$ cat config.mk
export PLATFORM = sky130hd
export DESIGN_NAME = bvp_ctrl
export DESIGN_NICKNAME = d
export VERILOG_FILES = /design/src/design/bvp_pkg.sv /design/src/design/bvp_ctrl.sv /design/src/design/bvp_step_timer.sv /design/src/design/bvp_sticky_evt.sv
export SDC_FILE = /design/constraint.sdc
export NUM_CORES = 1
export LEC_CHECK = 0
export BUFFER_PORTS_ARGS = -buffer_cell sky130_fd_sc_hd__buf_2
export CAP_MARGIN = 20
export CORE_ASPECT_RATIO = 2
export CORE_MARGIN = 3
export CORE_UTILIZATION = 30
export CTS_CLUSTER_DIAMETER = 100
export DETAILED_ROUTE_END_ITERATION = 8
export HOLD_SLACK_MARGIN = 0.02
export PLACE_DENSITY = 0.55
export SLEW_MARGIN = 15
export SYNTH_ARGS = -nofsm -noshare
export SYNTH_HDL_FRONTEND = slang
export SYNTH_HIERARCHICAL = 1
export SYNTH_SLANG_ARGS = --single-unit
$ cat constraint.sdc
create_clock -name sys_clk_i -period 6.25 [get_ports sys_clk_i]
set_input_delay 0 -clock sys_clk_i [delete_from_list [all_inputs] [get_ports sys_clk_i]]
set_output_delay 0 -clock sys_clk_i [all_outputs]
set_load 0.02 [all_outputs]
$ cat src/design/bvp_pkg.sv
// Purpose: shared constants and types for the buck control logic
// Assumes: 10 MHz system clock
// Notes: ramp interval table is indexed by the 3-bit rate fields
package bvp_pkg;
    // ==========================================================
    // clock and timing
    localparam int CLK_PERIOD_NS = 100;
    localparam int EN_DELAY_US = 1000;
    // longest wait, rounded down
    localparam int EN_DELAY_CYC = EN_DELAY_US * 1000 / CLK_PERIOD_NS;
    localparam int STEP_NUM = 5;
    // step intervals 8, 4, 2, 1, 0.5 us, held in ns
    localparam int STEP_NS [0:STEP_NUM-1] = '{8000, 4000, 2000, 1000, 500};
    localparam int STEP_CNT_W = 7;
    // ==========================================================
    // voltage code
    localparam int CODE_W = 8;
    localparam int STEP_MV = 10;
    localparam logic [CODE_W-1:0] CODE_ZERO = 8'h00;
    typedef logic [CODE_W-1:0] bvp_code_type;
    // ==========================================================
    // field values
    localparam logic [1:0] PD_DISABLE_CODE = 2'h1;
    localparam logic [2:0] SHDN_NONE = 3'h0;
    localparam logic [2:0] RATE_MAX_IDX = 3'h4;
    localparam int GPIO_N = 5;
    localparam int OSC_BASE_KHZ = 8000;
    localparam int OSC_STEP_KHZ = 160;
    typedef enum logic [1:0] {
        MODE_AUTO = 2'b00,
        MODE_PWM = 2'b01,
        MODE_PFM = 2'b10
    } bvp_mode_type;
    typedef enum logic [2:0] {
        ST_OFF = 3'b000,
        ST_IDLE = 3'b001,
        ST_START = 3'b010,
        ST_ON = 3'b011,
        ST_SHDN = 3'b100
    } bvp_state_type;
endpackage

$ cat src/design/bvp_ctrl.sv
// Purpose: on/off, voltage select, ramps, modes and protection flags
// Assumes: comparators and I2C fields arrive synchronous to sys_clk_i
// Notes: target_code_o is the ramped code fed to the analog loop
//
// Overview of operation
// - Turn on only with enable pin and supply good; ready after delay.
// - Enable pin low keeps regulator off and pull-down engaged.
// - Two target codes A and B; GPIO or I2C bit selects one.
// - One target code step equals 10 mV of output.
// - Power-good sets past rise level, clears on fall or high level.
// - Power-good readable as status and driven to selected GPIOs.
// - Target rewrite, select toggle or GPIO toggle starts a ramp.
// - Step 10 mV per 8/4/2/1/0.5 us, separate up and down rates.
// - Any ramp forces PWM with synchronous rectification.
// - Disabled regulator enables pull-down unless disable field is 1.
// - Oscillator 8 MHz trimmed 160 kHz per code, 80 kHz switching.
// - Mode field of the selected setting picks PWM, PFM or auto.
// - One or two phases chosen by load current near 4 A.
// - Auto mode moves between PWM and PFM by load current.
// - After enable the I2C select bit picks setting A or B unless a GPIO selects.
// - Requested code is clamped to the maximum voltage limit.
// - Startup ramps at startup rate; host picks at most 5 mV/us.
// - Shutdown ramps at shutdown rate, or stops at once if none.
// - Current limit hit records event and interrupt unless masked.
// - Suppress bit drops over-current events during a ramp.
// - Warning and critical flags; critical disables regulator at once.
// - Event and mask for both thermal flags plus warning status mask.
// - Masks block only the interrupt; events still update.
`timescale 1ns/1ps
`default_nettype none
module bvp_ctrl (
    input wire logic sys_clk_i,
    input wire logic nrst_i,
    input wire logic chip_enable_pin_i,
    input wire logic por_ok_i,
    input wire logic regulator_enable_i,
    input wire bvp_pkg::bvp_code_type target_voltage_a_i,
    input wire bvp_pkg::bvp_code_type target_voltage_b_i,
    input wire bvp_pkg::bvp_code_type max_voltage_limit_i,
    input wire logic voltage_setting_select_i,
    input wire logic gpio_select_cfg_i,
    input wire logic gpio_select_level_i,
    input wire logic [2:0] ramp_up_rate_i,
    input wire logic [2:0] ramp_down_rate_i,
    input wire logic [2:0] startup_ramp_rate_i,
    input wire logic [2:0] shutdown_ramp_rate_i,
    input wire logic [1:0] pulldown_disable_i,
    input wire logic [3:0] oscillator_trim_i,
    input wire logic [1:0] setting_a_op_mode_i,
    input wire logic [1:0] setting_b_op_mode_i,
    input wire logic load_above_4a_i,
    input wire logic load_light_i,
    input wire logic vout_above_pg_rise_i,
    input wire logic vout_below_pg_fall_i,
    input wire logic vout_above_hv_i,
    input wire logic [bvp_pkg::GPIO_N-1:0] gpio_pg_mode_i,
    input wire logic current_limit_hit_i,
    input wire logic overcurrent_irq_mask_i,
    input wire logic ramp_overcurrent_suppress_i,
    input wire logic overcurrent_event_clr_i,
    input wire logic temp_warn_i,
    input wire logic thermal_critical_flag_i,
    input wire logic thermal_warning_event_mask_i,
    input wire logic thermal_critical_event_mask_i,
    input wire logic thermal_status_irq_mask_i,
    input wire logic thermal_warning_event_clr_i,
    input wire logic thermal_critical_event_clr_i,
    output logic ctrl_ready_o,
    output logic regulator_on_o,
    output logic pulldown_on_o,
    output bvp_pkg::bvp_code_type target_code_o,
    output logic ramp_active_o,
    output logic op_pwm_o,
    output logic op_pfm_o,
    output logic two_phase_o,
    output logic [15:0] osc_freq_khz_o,
    output logic power_good_flag_o,
    output logic [bvp_pkg::GPIO_N-1:0] gpio_pg_o,
    output logic thermal_warning_flag_o,
    output logic thermal_critical_flag_o,
    output logic overcurrent_event_o,
    output logic thermal_warning_event_o,
    output logic thermal_critical_event_o,
    output logic irq_o
);
    import bvp_pkg::*;
    localparam int EN_CNT_W = $clog2(EN_DELAY_CYC + 1);

    typedef struct packed {
        bvp_state_type state;
        logic [EN_CNT_W-1:0] en_cnt;
        logic ready;
        logic crit_trip;
        logic [CODE_W-1:0] tgt;
        logic on;
        logic pd;
        logic ramp;
        logic pwm;
        logic pfm;
        logic two_ph;
        logic [15:0] osc;
        logic pg;
        logic [GPIO_N-1:0] gpio_pg;
        logic tw;
        logic tc;
        logic irq;
    } bvp_ctl_type;

    bvp_ctl_type r_reg;
    bvp_ctl_type r_next;
    logic sel_b;
    logic [CODE_W-1:0] raw;
    logic [CODE_W-1:0] req;
    logic [CODE_W-1:0] goal;
    logic running;
    logic ramp_now;
    logic ramp_up;
    logic [2:0] rate;
    logic tick;
    logic supply_ok;
    logic oc_set;
    logic oc_evt;
    logic tw_evt;
    logic tc_evt;
    logic [1:0] mode;

    // ==========================================================
    // target selection and clamp
    always_comb begin
        sel_b = gpio_select_cfg_i ? gpio_select_level_i
                                  : voltage_setting_select_i;
        raw = sel_b ? target_voltage_b_i : target_voltage_a_i;
        req = (raw > max_voltage_limit_i) ? max_voltage_limit_i : raw;
        mode = sel_b ? setting_b_op_mode_i : setting_a_op_mode_i;
        running = (r_reg.state == ST_START) || (r_reg.state == ST_ON)
                  || (r_reg.state == ST_SHDN);
        goal = (r_reg.state == ST_SHDN) ? CODE_ZERO : req;
        ramp_now = running && (r_reg.tgt != goal);
        ramp_up = r_reg.tgt < goal;
        supply_ok = chip_enable_pin_i && por_ok_i;
        oc_set = supply_ok && current_limit_hit_i
                 && !(ramp_overcurrent_suppress_i && ramp_now);
    end

    // ramp rate per phase of operation
    always_comb begin
        unique case (r_reg.state)
            ST_START: rate = startup_ramp_rate_i;
            ST_SHDN: rate = 3'(shutdown_ramp_rate_i - 3'h1);
            default: rate = ramp_up ? ramp_up_rate_i : ramp_down_rate_i;
        endcase
    end

    bvp_step_timer u_tmr (
        .sys_clk_i(sys_clk_i),
        .nrst_i(nrst_i),
        .run_i(ramp_now),
        .rate_i(rate),
        .tick_o(tick)
    );

    // ==========================================================
    // sequencer
    always_comb begin
        r_next = r_reg;
        if (!supply_ok) begin
            r_next = '0;
            r_next.state = ST_OFF;
        end else begin
            if (!regulator_enable_i) begin
                r_next.crit_trip = 1'b0;
            end
            if (tick && ramp_now) begin
                r_next.tgt = ramp_up ? r_reg.tgt + 1'b1
                                     : r_reg.tgt - 1'b1;
            end
            unique case (r_reg.state)
                ST_OFF: begin
                    if (r_reg.en_cnt == EN_CNT_W'(EN_DELAY_CYC - 1)) begin
                        r_next.ready = 1'b1;
                        r_next.state = ST_IDLE;
                    end else begin
                        r_next.en_cnt = r_reg.en_cnt + 1'b1;
                    end
                end
                ST_IDLE: begin
                    r_next.tgt = CODE_ZERO;
                    if (regulator_enable_i && !r_reg.crit_trip) begin
                        r_next.state = ST_START;
                    end
                end
                ST_START, ST_ON: begin
                    if (r_reg.state == ST_START && !ramp_now) begin
                        r_next.state = ST_ON;
                    end
                    if (!regulator_enable_i) begin
                        if (shutdown_ramp_rate_i == SHDN_NONE) begin
                            r_next.state = ST_IDLE;
                            r_next.tgt = CODE_ZERO;
                        end else begin
                            r_next.state = ST_SHDN;
                        end
                    end
                end
                ST_SHDN: begin
                    if (r_reg.tgt == CODE_ZERO) begin
                        r_next.state = ST_IDLE;
                    end
                end
                default: begin
                    r_next.state = ST_OFF;
                end
            endcase
            if (thermal_critical_flag_i && r_reg.state != ST_OFF) begin
                r_next.state = ST_IDLE;
                r_next.tgt = CODE_ZERO;
                r_next.crit_trip = 1'b1;
            end
        end
        // outputs from the next state
        r_next.on = (r_next.state == ST_START) || (r_next.state == ST_ON)
                    || (r_next.state == ST_SHDN);
        r_next.pd = !supply_ok || (!r_next.on
                    && pulldown_disable_i != PD_DISABLE_CODE);
        r_next.ramp = r_next.on && ramp_now;
        r_next.pwm = r_next.on && (r_next.ramp || mode == MODE_PWM
            || (mode != MODE_PFM && !load_light_i));
        r_next.pfm = r_next.on && !r_next.pwm;
        r_next.two_ph = r_next.on && load_above_4a_i;
        r_next.osc = 16'(OSC_BASE_KHZ + OSC_STEP_KHZ
                     * int'($signed(oscillator_trim_i)));
        if (!r_next.on || vout_below_pg_fall_i || vout_above_hv_i) begin
            r_next.pg = 1'b0;
        end else if (vout_above_pg_rise_i) begin
            r_next.pg = 1'b1;
        end
        r_next.gpio_pg = gpio_pg_mode_i & {GPIO_N{r_next.pg}};
        r_next.tw = supply_ok && temp_warn_i;
        r_next.tc = supply_ok && thermal_critical_flag_i;
        r_next.irq = (oc_evt && !overcurrent_irq_mask_i)
                     || (tw_evt && !thermal_warning_event_mask_i)
                     || (tc_evt && !thermal_critical_event_mask_i)
                     || (r_next.tw && !thermal_status_irq_mask_i);
    end

    // state register
    always_ff @(posedge sys_clk_i) begin
        if (!nrst_i) begin
            r_reg <= '0;
        end else begin
            r_reg <= r_next;
        end
    end

    // ==========================================================
    // sticky events, masks act only on irq
    bvp_sticky_evt u_oc (
        .sys_clk_i(sys_clk_i),
        .nrst_i(nrst_i),
        .set_i(oc_set),
        .clr_i(overcurrent_event_clr_i),
        .flag_o(oc_evt)
    );
    bvp_sticky_evt u_tw (
        .sys_clk_i(sys_clk_i),
        .nrst_i(nrst_i),
        .set_i(supply_ok && temp_warn_i && !r_reg.tw),
        .clr_i(thermal_warning_event_clr_i),
        .flag_o(tw_evt)
    );
    bvp_sticky_evt u_tc (
        .sys_clk_i(sys_clk_i),
        .nrst_i(nrst_i),
        .set_i(supply_ok && thermal_critical_flag_i && !r_reg.tc),
        .clr_i(thermal_critical_event_clr_i),
        .flag_o(tc_evt)
    );

    // output map
    assign ctrl_ready_o = r_reg.ready;
    assign regulator_on_o = r_reg.on;
    assign pulldown_on_o = r_reg.pd;
    assign target_code_o = r_reg.tgt;
    assign ramp_active_o = r_reg.ramp;
    assign op_pwm_o = r_reg.pwm;
    assign op_pfm_o = r_reg.pfm;
    assign two_phase_o = r_reg.two_ph;
    assign osc_freq_khz_o = r_reg.osc;
    assign power_good_flag_o = r_reg.pg;
    assign gpio_pg_o = r_reg.gpio_pg;
    assign thermal_warning_flag_o = r_reg.tw;
    assign thermal_critical_flag_o = r_reg.tc;
    assign overcurrent_event_o = oc_evt;
    assign thermal_warning_event_o = tw_evt;
    assign thermal_critical_event_o = tc_evt;
    assign irq_o = r_reg.irq;
endmodule
`default_nettype wire

$ cat src/design/bvp_step_timer.sv
// Purpose: ramp step timer, one tick per programmed interval
// Assumes: rate index above the table top uses the fastest interval
// Notes: counter restarts whenever run drops
`timescale 1ns/1ps
`default_nettype none
module bvp_step_timer (
    input wire logic sys_clk_i,
    input wire logic nrst_i,
    input wire logic run_i,
    input wire logic [2:0] rate_i,
    output logic tick_o
);
    import bvp_pkg::*;
    typedef struct packed {
        logic [STEP_CNT_W-1:0] cnt;
        logic tick;
    } bvp_tmr_type;
    bvp_tmr_type t_reg;
    bvp_tmr_type t_next;
    logic [2:0] idx;
    logic [STEP_CNT_W-1:0] last;

    // ==========================================================
    // interval count
    always_comb begin
        idx = (rate_i > RATE_MAX_IDX) ? RATE_MAX_IDX : rate_i;
        last = STEP_CNT_W'(STEP_NS[idx] / CLK_PERIOD_NS - 1);
        t_next = t_reg;
        t_next.tick = 1'b0;
        if (!run_i) begin
            t_next.cnt = '0;
        end else if (t_reg.cnt >= last) begin
            t_next.cnt = '0;
            t_next.tick = 1'b1;
        end else begin
            t_next.cnt = t_reg.cnt + 1'b1;
        end
    end

    // state register
    always_ff @(posedge sys_clk_i) begin
        if (!nrst_i) begin
            t_reg <= '0;
        end else begin
            t_reg <= t_next;
        end
    end

    assign tick_o = t_reg.tick;
endmodule
`default_nettype wire

$ cat src/design/bvp_sticky_evt.sv
// Purpose: sticky event bit with software clear
// Assumes: clear is a one-cycle write pulse
// Notes: a set in the clear cycle wins
`timescale 1ns/1ps
`default_nettype none
module bvp_sticky_evt (
    input wire logic sys_clk_i,
    input wire logic nrst_i,
    input wire logic set_i,
    input wire logic clr_i,
    output logic flag_o
);
    import bvp_pkg::*;
    typedef struct packed {
        logic flag;
    } bvp_evt_type;
    bvp_evt_type e_reg;
    bvp_evt_type e_next;

    // ==========================================================
    // set over clear
    always_comb begin
        e_next = e_reg;
        if (set_i) begin
            e_next.flag = 1'b1;
        end else if (clr_i) begin
            e_next.flag = 1'b0;
        end
    end

    // state register
    always_ff @(posedge sys_clk_i) begin
        if (!nrst_i) begin
            e_reg <= '0;
        end else begin
            e_reg <= e_next;
        end
    end

    assign flag_o = e_reg.flag;
endmodule
`default_nettype wire

---- Yosys cells after proc, flatten, opt, wreduce, memory -nomap -nowiden ----
Memory sizes are Yosys's and may differ from the RTL's.
Cells that the tools add are included.
storage, ports and cells
  flip-flop bits (word level) ............. 68
  latch bits .............................. 0
  RAM bits ................................ 0
  memory bits (read-only) ................. 256
  input bits .............................. 75
  output and inout port bits .............. 43
  logic and storage cells ................. 157
  memories ................................ 1
memory list
  memory           words  bits a word  read ports  clocked after Yosys merged registers in  write ports  RTL line              text
  (no name shown)  8      32           1           0                                        0            bvp_step_timer.sv:27  last = STEP_CNT_W'(STEP_NS[idx] / CLK_PERIOD_NS - 1);
cells by class
  add/sub/neg operators ................... 7
  $mul .................................... 1
  divide/modulo/power cells ............... 1
  magnitude comparators ................... 5
  eq/ne operators ......................... 13
  shift operators ......................... 0
  multiplexer cells ....................... 39
  bitwise gates (word level) .............. 6
  reduce and logical (&&, ||, !) cells .... 62
operators by type and width
  cell                                                               count
  32-bit 2-to-1 mux                                                  2
  8-bit 2-to-1 mux                                                   7
  32-bit by 8-bit divider with 32-bit output, second input constant  1
  27-bit 2-to-1 mux                                                  1
  3-bit 2-to-1 mux                                                   9
  1-bit logical AND                                                  23
  9-bit 2-to-1 mux                                                   2
  8-bit one-hot mux with 2 select lines                              1
  14-bit by 13-bit adder with 15-bit output, first input constant    1
  15-bit 2-to-1 mux                                                  1
  14-bit by 1-bit adder with 14-bit output, second input constant    1
  14-bit == test, second input constant                              1
  14-bit 2-to-1 mux                                                  1
  1-bit zero test                                                    13
  3-bit by 2-bit == test with 1-bit output, second input constant    4
  1-bit logical OR                                                   12
  1-bit 2-to-1 mux                                                   12
  3-bit one-hot mux with 4 select lines                              1
  8-bit by 1-bit adder with 8-bit output, second input constant      1
  8-bit greater-than comparator                                      1
  8-bit zero test                                                    1
  8-bit < comparator                                                 1
  4-bit by 4-bit multiplier with 8-bit output, first input constant  1
  8-bit != test                                                      1
  23 further kinds                                                   35

---- Depth between registers and ports, before layout ----
  depth in word-level cells ............... 23
  depth in mapped cells ................... 33
  gate-level depth less buffers ........... 31

---- Hierarchy ----
The synthesis kept the hierarchy.
modules (own cells, without submodules)
  module          times used  cells an instance  area each (um^2)  sequential area each (um^2)
  bvp_ctrl        1           406                3507.1            1021.0
  bvp_step_timer  1           78                 635.6             160.2
  bvp_sticky_evt  3           3                  41.3              20.0

---- Least setup slack after synthesis ----
No wires, ideal clock.
  path kind ............................... input to register
  from .................................... input gpio_select_cfg_i
  to ...................................... register u_tmr/t_reg[2] (netlist name)
  library setup time ...................... 0.066 ns
  data arrival time ....................... 6.550 ns
  required time ........................... 6.184 ns
  path slack .............................. -0.366 ns
  stages on the path ...................... 32
  path buffers ............................ 2
  cells stage by stage .................... mux2i_1 -> mux2_2 -> ha_1 -> nor2b_1 -> o21a_1 -> o21a_1 -> o21ai_1 -> and2_1 -> clkbuf_1 -> a31oi_1 -> ha_1 -> nor2b_1 -> o211ai_1 -> a21oi_1 -> or2_2 -> clkbuf_1 -> mux2i_1 -> o22ai_1 -> inv_1 -> o21ai_0 -> ha_1 -> nor2b_1 -> o21ai_0 -> a221oi_1 -> ha_1 -> o21ai_0 -> nand3_1 -> ha_1 -> a31o_2 -> a21oi_1 -> a31oi_2 -> nor2b_1
on the way
  cells in the longest elaborated chain, start to end .. 18
  elaborated cells between the ends (all ways) .. 21
  those cells by class .................... add/sub (1); div (1); order compare (4); eq/ne (1); mux (9); bitwise (2); reduce/logical (2); memory (1)
ends and longest elaborated chain
  what                                                        RTL line              text
  start, declared                                             bvp_ctrl.sv:41        input wire logic gpio_select_cfg_i,
  1-bit 2-to-1 mux (*)                                        bvp_ctrl.sv:130       sel_b = gpio_select_cfg_i ? gpio_select_level_i
  8-bit 2-to-1 mux (*)                                        bvp_ctrl.sv:132       raw = sel_b ? target_voltage_b_i : target_voltage_a_i;
  8-bit greater-than comparator                               bvp_ctrl.sv:133       req = (raw > max_voltage_limit_i) ? max_voltage_limit_i : raw;
  8-bit 2-to-1 mux (*)                                        bvp_ctrl.sv:133
  8-bit 2-to-1 mux (*)                                        bvp_ctrl.sv:137       goal = (r_reg.state == ST_SHDN) ? CODE_ZERO : req;
  8-bit < comparator (*)                                      bvp_ctrl.sv:139       ramp_up = r_reg.tgt < goal;
  3-bit 2-to-1 mux (*)                                        bvp_ctrl.sv:150       default: rate = ramp_up ? ramp_up_rate_i : ramp_down_rate_i;
  3-bit one-hot mux with 2 select lines (*)                   bvp_ctrl.sv:147       unique case (r_reg.state)
  net rate[2]                                                 bvp_ctrl.sv:118       logic [2:0] rate;
  [... 1 more ...]                                            --
  3-bit 2-to-1 mux (*)                                        bvp_step_timer.sv:26  idx = (rate_i > RATE_MAX_IDX) ? RATE_MAX_IDX : rate_i;
  3-bit inverter with 4-bit output (not written as such) (*)  bvp_step_timer.sv:27
  memory read 8 x 32 bit (*)                                  --
  32-bit 2-to-1 mux (not written as such) (*) (2 in series)   bvp_step_timer.sv:27
  32-bit by 8-bit divider with 32-bit output (*)              bvp_step_timer.sv:27
  7-bit by 2-bit subtractor with 7-bit output (*)             bvp_step_timer.sv:27
  7-bit greater-or-equal comparator (*)                       bvp_step_timer.sv:32  end else if (t_reg.cnt >= last) begin
  3-bit OR reduction (no line) (*)                            --
  end signal, assigned                                        bvp_step_timer.sv:45  t_reg <= t_next;
  end, declared                                               bvp_step_timer.sv:18  bvp_tmr_type t_reg;
The timed path passes the listed nets; every way through them passes the cells marked *. The select of a mux whose other input is x is not followed.
A chain may end at the register's enable or synchronous reset.

---- Final worst setup path ----
  from .................................... input gpio_select_cfg_i
  to ...................................... register u_tmr/t_reg[3] (netlist name)
The elaborated chain is that of the path after synthesis.

==> flow_summary.rst <==
.. list-table::
   :header-rows: 1

   * - Metric
     - Value
   * - WP data required
     - 6.52 ns
   * - Layout area overhead
     - 27.45%
   * - Wirelength, routed
     - 11,290 um
   * - Kind of start point of the critical path
     - input pin
   * - Largest register FFs
     - 18
   * - Setup crit end kind
     - flip-flop
   * - Final net count
     - 736
   * - CTS Root Cell
     - sky130_fd_sc_hd__clkbuf_16
   * - Cell Pwr Density
     - 203.2 mW/mm2
   * - CTS tree
     - done
   * - Critical-path top delay cell
     - sky130_fd_sc_hd__or2_2
   * - Max-cap violations
     - 0
   * - Half-perimeter wire length after detailed placement
     - 9335 um
   * - Async set-or-reset flop fraction in the synthesized netlist
     - 0%
   * - Fin Hold WS
     - 0.03175 ns
   * - Final worst clock skew
     - 0.005027 ns
   * - Fraction of the mapped netlist area in adder cells
     - 14.60%
   * - Cell area after technology mapping
     - 0.004267 mm2
   * - Highest clock frequency the design can meet
     - 170.0 MHz
   * - Tightest Pin Transition
     - 0.6216 ns
   * - CTS buffer count
     - 9
   * - Ports placed on the boundary
     - 118
   * - Outcome
     - completed
   * - Hold violation count in the final report
     - 0
   * - RR Startpoint
     - r_reg[57]
   * - Hold Crit Class
     - in -> reg
   * - Capture point of the worst path
     - u_tmr/t_reg[3]
   * - Remaining number of nets flagged by the antenna check after routing
     - 0
   * - Worst VDD drop
     - 0.1323 mV
   * - Overall global routing resource usage
     - 14.36%
   * - DRC violation count after routing
     - 0
   * - Number of buffer cells added on primary ports
     - 110
   * - Count of state elements after synthesis
     - 62
   * - WS Path Type
     - in -> reg
   * - Dpl cell area
     - 0.004881 mm2
   * - Total setup violations reported at the end of the flow
     - 0
   * - Share of the synthesized netlist area taken by xor and xnor gates
     - 5.543%
   * - Tightest slew margin relative to the limit
     - 58.44%
   * - Clock Path Buffers
     - 2
   * - Clock latency on the worst-skew pair
     - 0.33 ns
   * - Layout cell share with drive strength beyond 1
     - 26.70%
   * - Average detailed-routed wire length per instance
     - 13.99 um
   * - Core Footprint
     - 0.01389 mm2
   * - Commonest non-fill, non-tap cells in the layout
     - 110 x sky130_fd_sc_hd__buf_2, 62 x sky130_fd_sc_hd__dfxtp_1, 48 x sky130_fd_sc_hd__nor2_1, 45 x sky130_fd_sc_hd__ha_1
   * - Number of DRC markers after the initial detailed-route iteration
     - 133
   * - Library cell appearing most often on the critical path
     - sky130_fd_sc_hd__ha_1
   * - Number of vias per cell after detailed routing
     - 4.767
   * - Post-synth EDFFs
     - 0
   * - Total negative slack
     - 0 ns
   * - Number of vias after detailed routing
     - 3,847
   * - Die height
     - 174.7 um
   * - Cell Rows
     - 61
   * - First-pass GRT wire length
     - 18,170 um
   * - Synthesized area divided by synthesized cell count
     - 8.654 um2
   * - Final cycle utilization of the critical path
     - 94.12%
   * - Number of global-route vias before repair
     - 3,861
   * - Clk sink count
     - 62
   * - Pin count of the biggest net entering global routing
     - 22
   * - Number of antenna violations at the first check in global routing
     - 0
   * - Placer's final routability congestion estimate
     - 0.8972
   * - Largest stage delay, worst path
     - 0.38 ns
   * - Synth Area in Compound Gates
     - 16.51%
   * - Min cycle time layout
     - 5.883 ns
   * - FF-to-FF End
     - u_tmr/t_reg[3]
   * - Crit path DAT
     - 6.15 ns
   * - Highest net fanout along the worst path
     - 8
   * - Design Area, Final
     - 0.005438 mm2
   * - Max-slew violation count
     - 0
   * - Distinct cells, synth
     - 64
   * - Ys Warns
     - 6
   * - Initial core utilization
     - 30.72%
   * - Dominant combinational cell family by area after synthesis
     - simple AND/OR/NAND/NOR gates
   * - Diode count
     - 0
   * - Area of the die
     - 0.01578 mm2
   * - Cell count of the worst reg-to-reg path
     - 23
   * - Multiplexer fraction of the synthesized cell area
     - 3.021%
   * - Proportion of synthesized chip area in sequential cells
     - 29.09%
   * - Horizontal extent of the die
     - 90.33 um
   * - Simple-gate share of the synthesized area
     - 22.55%
   * - Initial DRT Pass Iterations
     - 4
   * - Clk slew on worst S/H paths
     - 0.06 ns
   * - Residual overflow from global routing
     - 0
   * - Post-Syn Instances
     - 493
   * - Static power due to leakage
     - 2.444 nW
   * - Most common cell after layout, fill and taps aside
     - sky130_fd_sc_hd__buf_2
   * - Number of H-tree branching levels
     - 3
   * - Critical path launch point
     - gpio_select_cfg_i
   * - Worst reg-to-reg setup slack
     - 0.87 ns
   * - Top FF cell, synth
     - sky130_fd_sc_hd__dfxtp_1
## final cells by class
type                            count  area (um2)
Clock buffer                       10       239.0
Fill cell                        1455        8453
Multi-Input combinational cell    372        2716
Timing Repair Buffer              141       833.3
Tap cell                          189       236.5
Inverter                           27       101.3
Clock inverter                      6       70.07
Sequential cell                    62        1241
## cell usage after synthesis (2+ instances only)
cell type,count,area (um2)
sky130_fd_sc_hd__dfxtp_1,62,1241
sky130_fd_sc_hd__nor2_1,48,180.2
sky130_fd_sc_hd__ha_1,45,563.0
sky130_fd_sc_hd__buf_4,30,225.2
sky130_fd_sc_hd__a21oi_1,27,135.1
sky130_fd_sc_hd__nand2_1,27,101.4
sky130_fd_sc_hd__inv_1,26,97.59
sky130_fd_sc_hd__and2_1,18,112.6
sky130_fd_sc_hd__nor2b_1,15,93.84
sky130_fd_sc_hd__xnor2_1,15,131.4
sky130_fd_sc_hd__a211oi_1,13,97.59
sky130_fd_sc_hd__o21ai_0,13,65.06
sky130_fd_sc_hd__xor2_1,12,105.1
sky130_fd_sc_hd__a31oi_1,10,62.56
sky130_fd_sc_hd__nand3_1,10,50.05
sky130_fd_sc_hd__nand4_1,10,62.56
sky130_fd_sc_hd__o21a_1,9,67.56
sky130_fd_sc_hd__and3_1,8,50.05
sky130_fd_sc_hd__mux2_2,7,78.83
sky130_fd_sc_hd__o22ai_1,6,37.54
sky130_fd_sc_hd__a21o_1,5,37.54
sky130_fd_sc_hd__clkbuf_1,5,18.77
sky130_fd_sc_hd__mux2i_1,5,50.05
sky130_fd_sc_hd__nor3_1,5,25.02
sky130_fd_sc_hd__nand2b_1,4,25.02
sky130_fd_sc_hd__or3_1,4,25.02
sky130_fd_sc_hd__or4_1,4,30.03
sky130_fd_sc_hd__fa_1,3,60.06
sky130_fd_sc_hd__nor2b_4,3,41.29
sky130_fd_sc_hd__nor3b_1,3,22.52
sky130_fd_sc_hd__nor4b_1,3,26.28
sky130_fd_sc_hd__o21ai_1,3,15.01
sky130_fd_sc_hd__buf_2,2,10.01
sky130_fd_sc_hd__o211ai_1,2,15.01
sky130_fd_sc_hd__o21bai_1,2,15.01
## where the power goes
part / leakage, nW / switching (W) / total, W / internal, W
clock network: 0.141 / 0.000187 / 0.000508 / 0.000321
logic: 1.80 / 0.0000987 / 0.000191 / 0.0000923
registers: 0.503 / 0.00000255 / 0.000406 / 0.000404
total: 2.44 / 0.000288 / 0.00111 / 0.000817
## worst max-delay path, delay by kind of cell
family          cells  cell delay (ns)
simple gates        7             1.12
compound gates     13             2.27
fa+ha+maj           5             1.31
mux                 3             0.88
buf+inv             4             0.57
## kinds of logic after synthesis
kind of cell,Yosys count
other,1
flip-flops,62
AND/OR/NAND/NOR,173
buffers and inverters,65
multiplexers,12
XOR/XNOR,27
AO/OA/AOI/OAI,105
adder cells (fa/ha/maj),48
## worst min-delay path by stage
| stage | from | endpoint | slack, ns | cells after the start |
|---|---|---|---|---|
| final | vout_above_hv_i | gpio_pg_o[0] | 0.03 | 3 |
| after global routing | vout_above_hv_i | gpio_pg_o[3] | 0.03 | 3 |
| after CTS | vout_above_hv_i | gpio_pg_o[0] | 0.03 | 3 |
| after detailed placement | gpio_pg_mode_i[3] | gpio_pg_o[3] | 0.20 | 2 |
| after global placement | thermal_status_irq_mask_i | irq_o | 0.20 | 2 |
| after floorplan | oscillator_trim_i[1] | osc_freq_khz_o[6] | 0.07 | 1 |
## per-layer routing
| metal | vias up | global-route usage [%] | share of wire [%] |
|---|---|---|---|
| met2 | 85 | 28.88 | 59 |
| li1 | 1946 | - | - |
| met4 | 0 | 7.097 | 3.4 |
| met3 | 23 | 2.413 | 2.8 |
| met5 | - | 0 | 0 |
| met1 | 1793 | 13.57 | 35 |
## repair_timing
item,CTS,global route
setup buffers,0,5
hold buffers,20,0
endpoints found under the setup margin,0,7
hold endpoints to repair,17,0
resized for setup,0,2
## per-stage QoR
step / std cells / util [%] / worst slack [ns] / power, W
after CTS: 802 / 38.80 / 0.2943 / 0.001120
final: 807 / 39.15 / 0.3675 / 0.001105
after floorplan: 499 / - / 0.05188 / 0.0005405
after global routing: 807 / 39.15 / -0.002178 / 0.001158
after global placement: 766 / 35.14 / 0.1436 / 0.0005892
after detailed placement: 766 / 35.14 / -0.04236 / 0.0005942
Note: power is estimated with default switching activity, not from simulation.
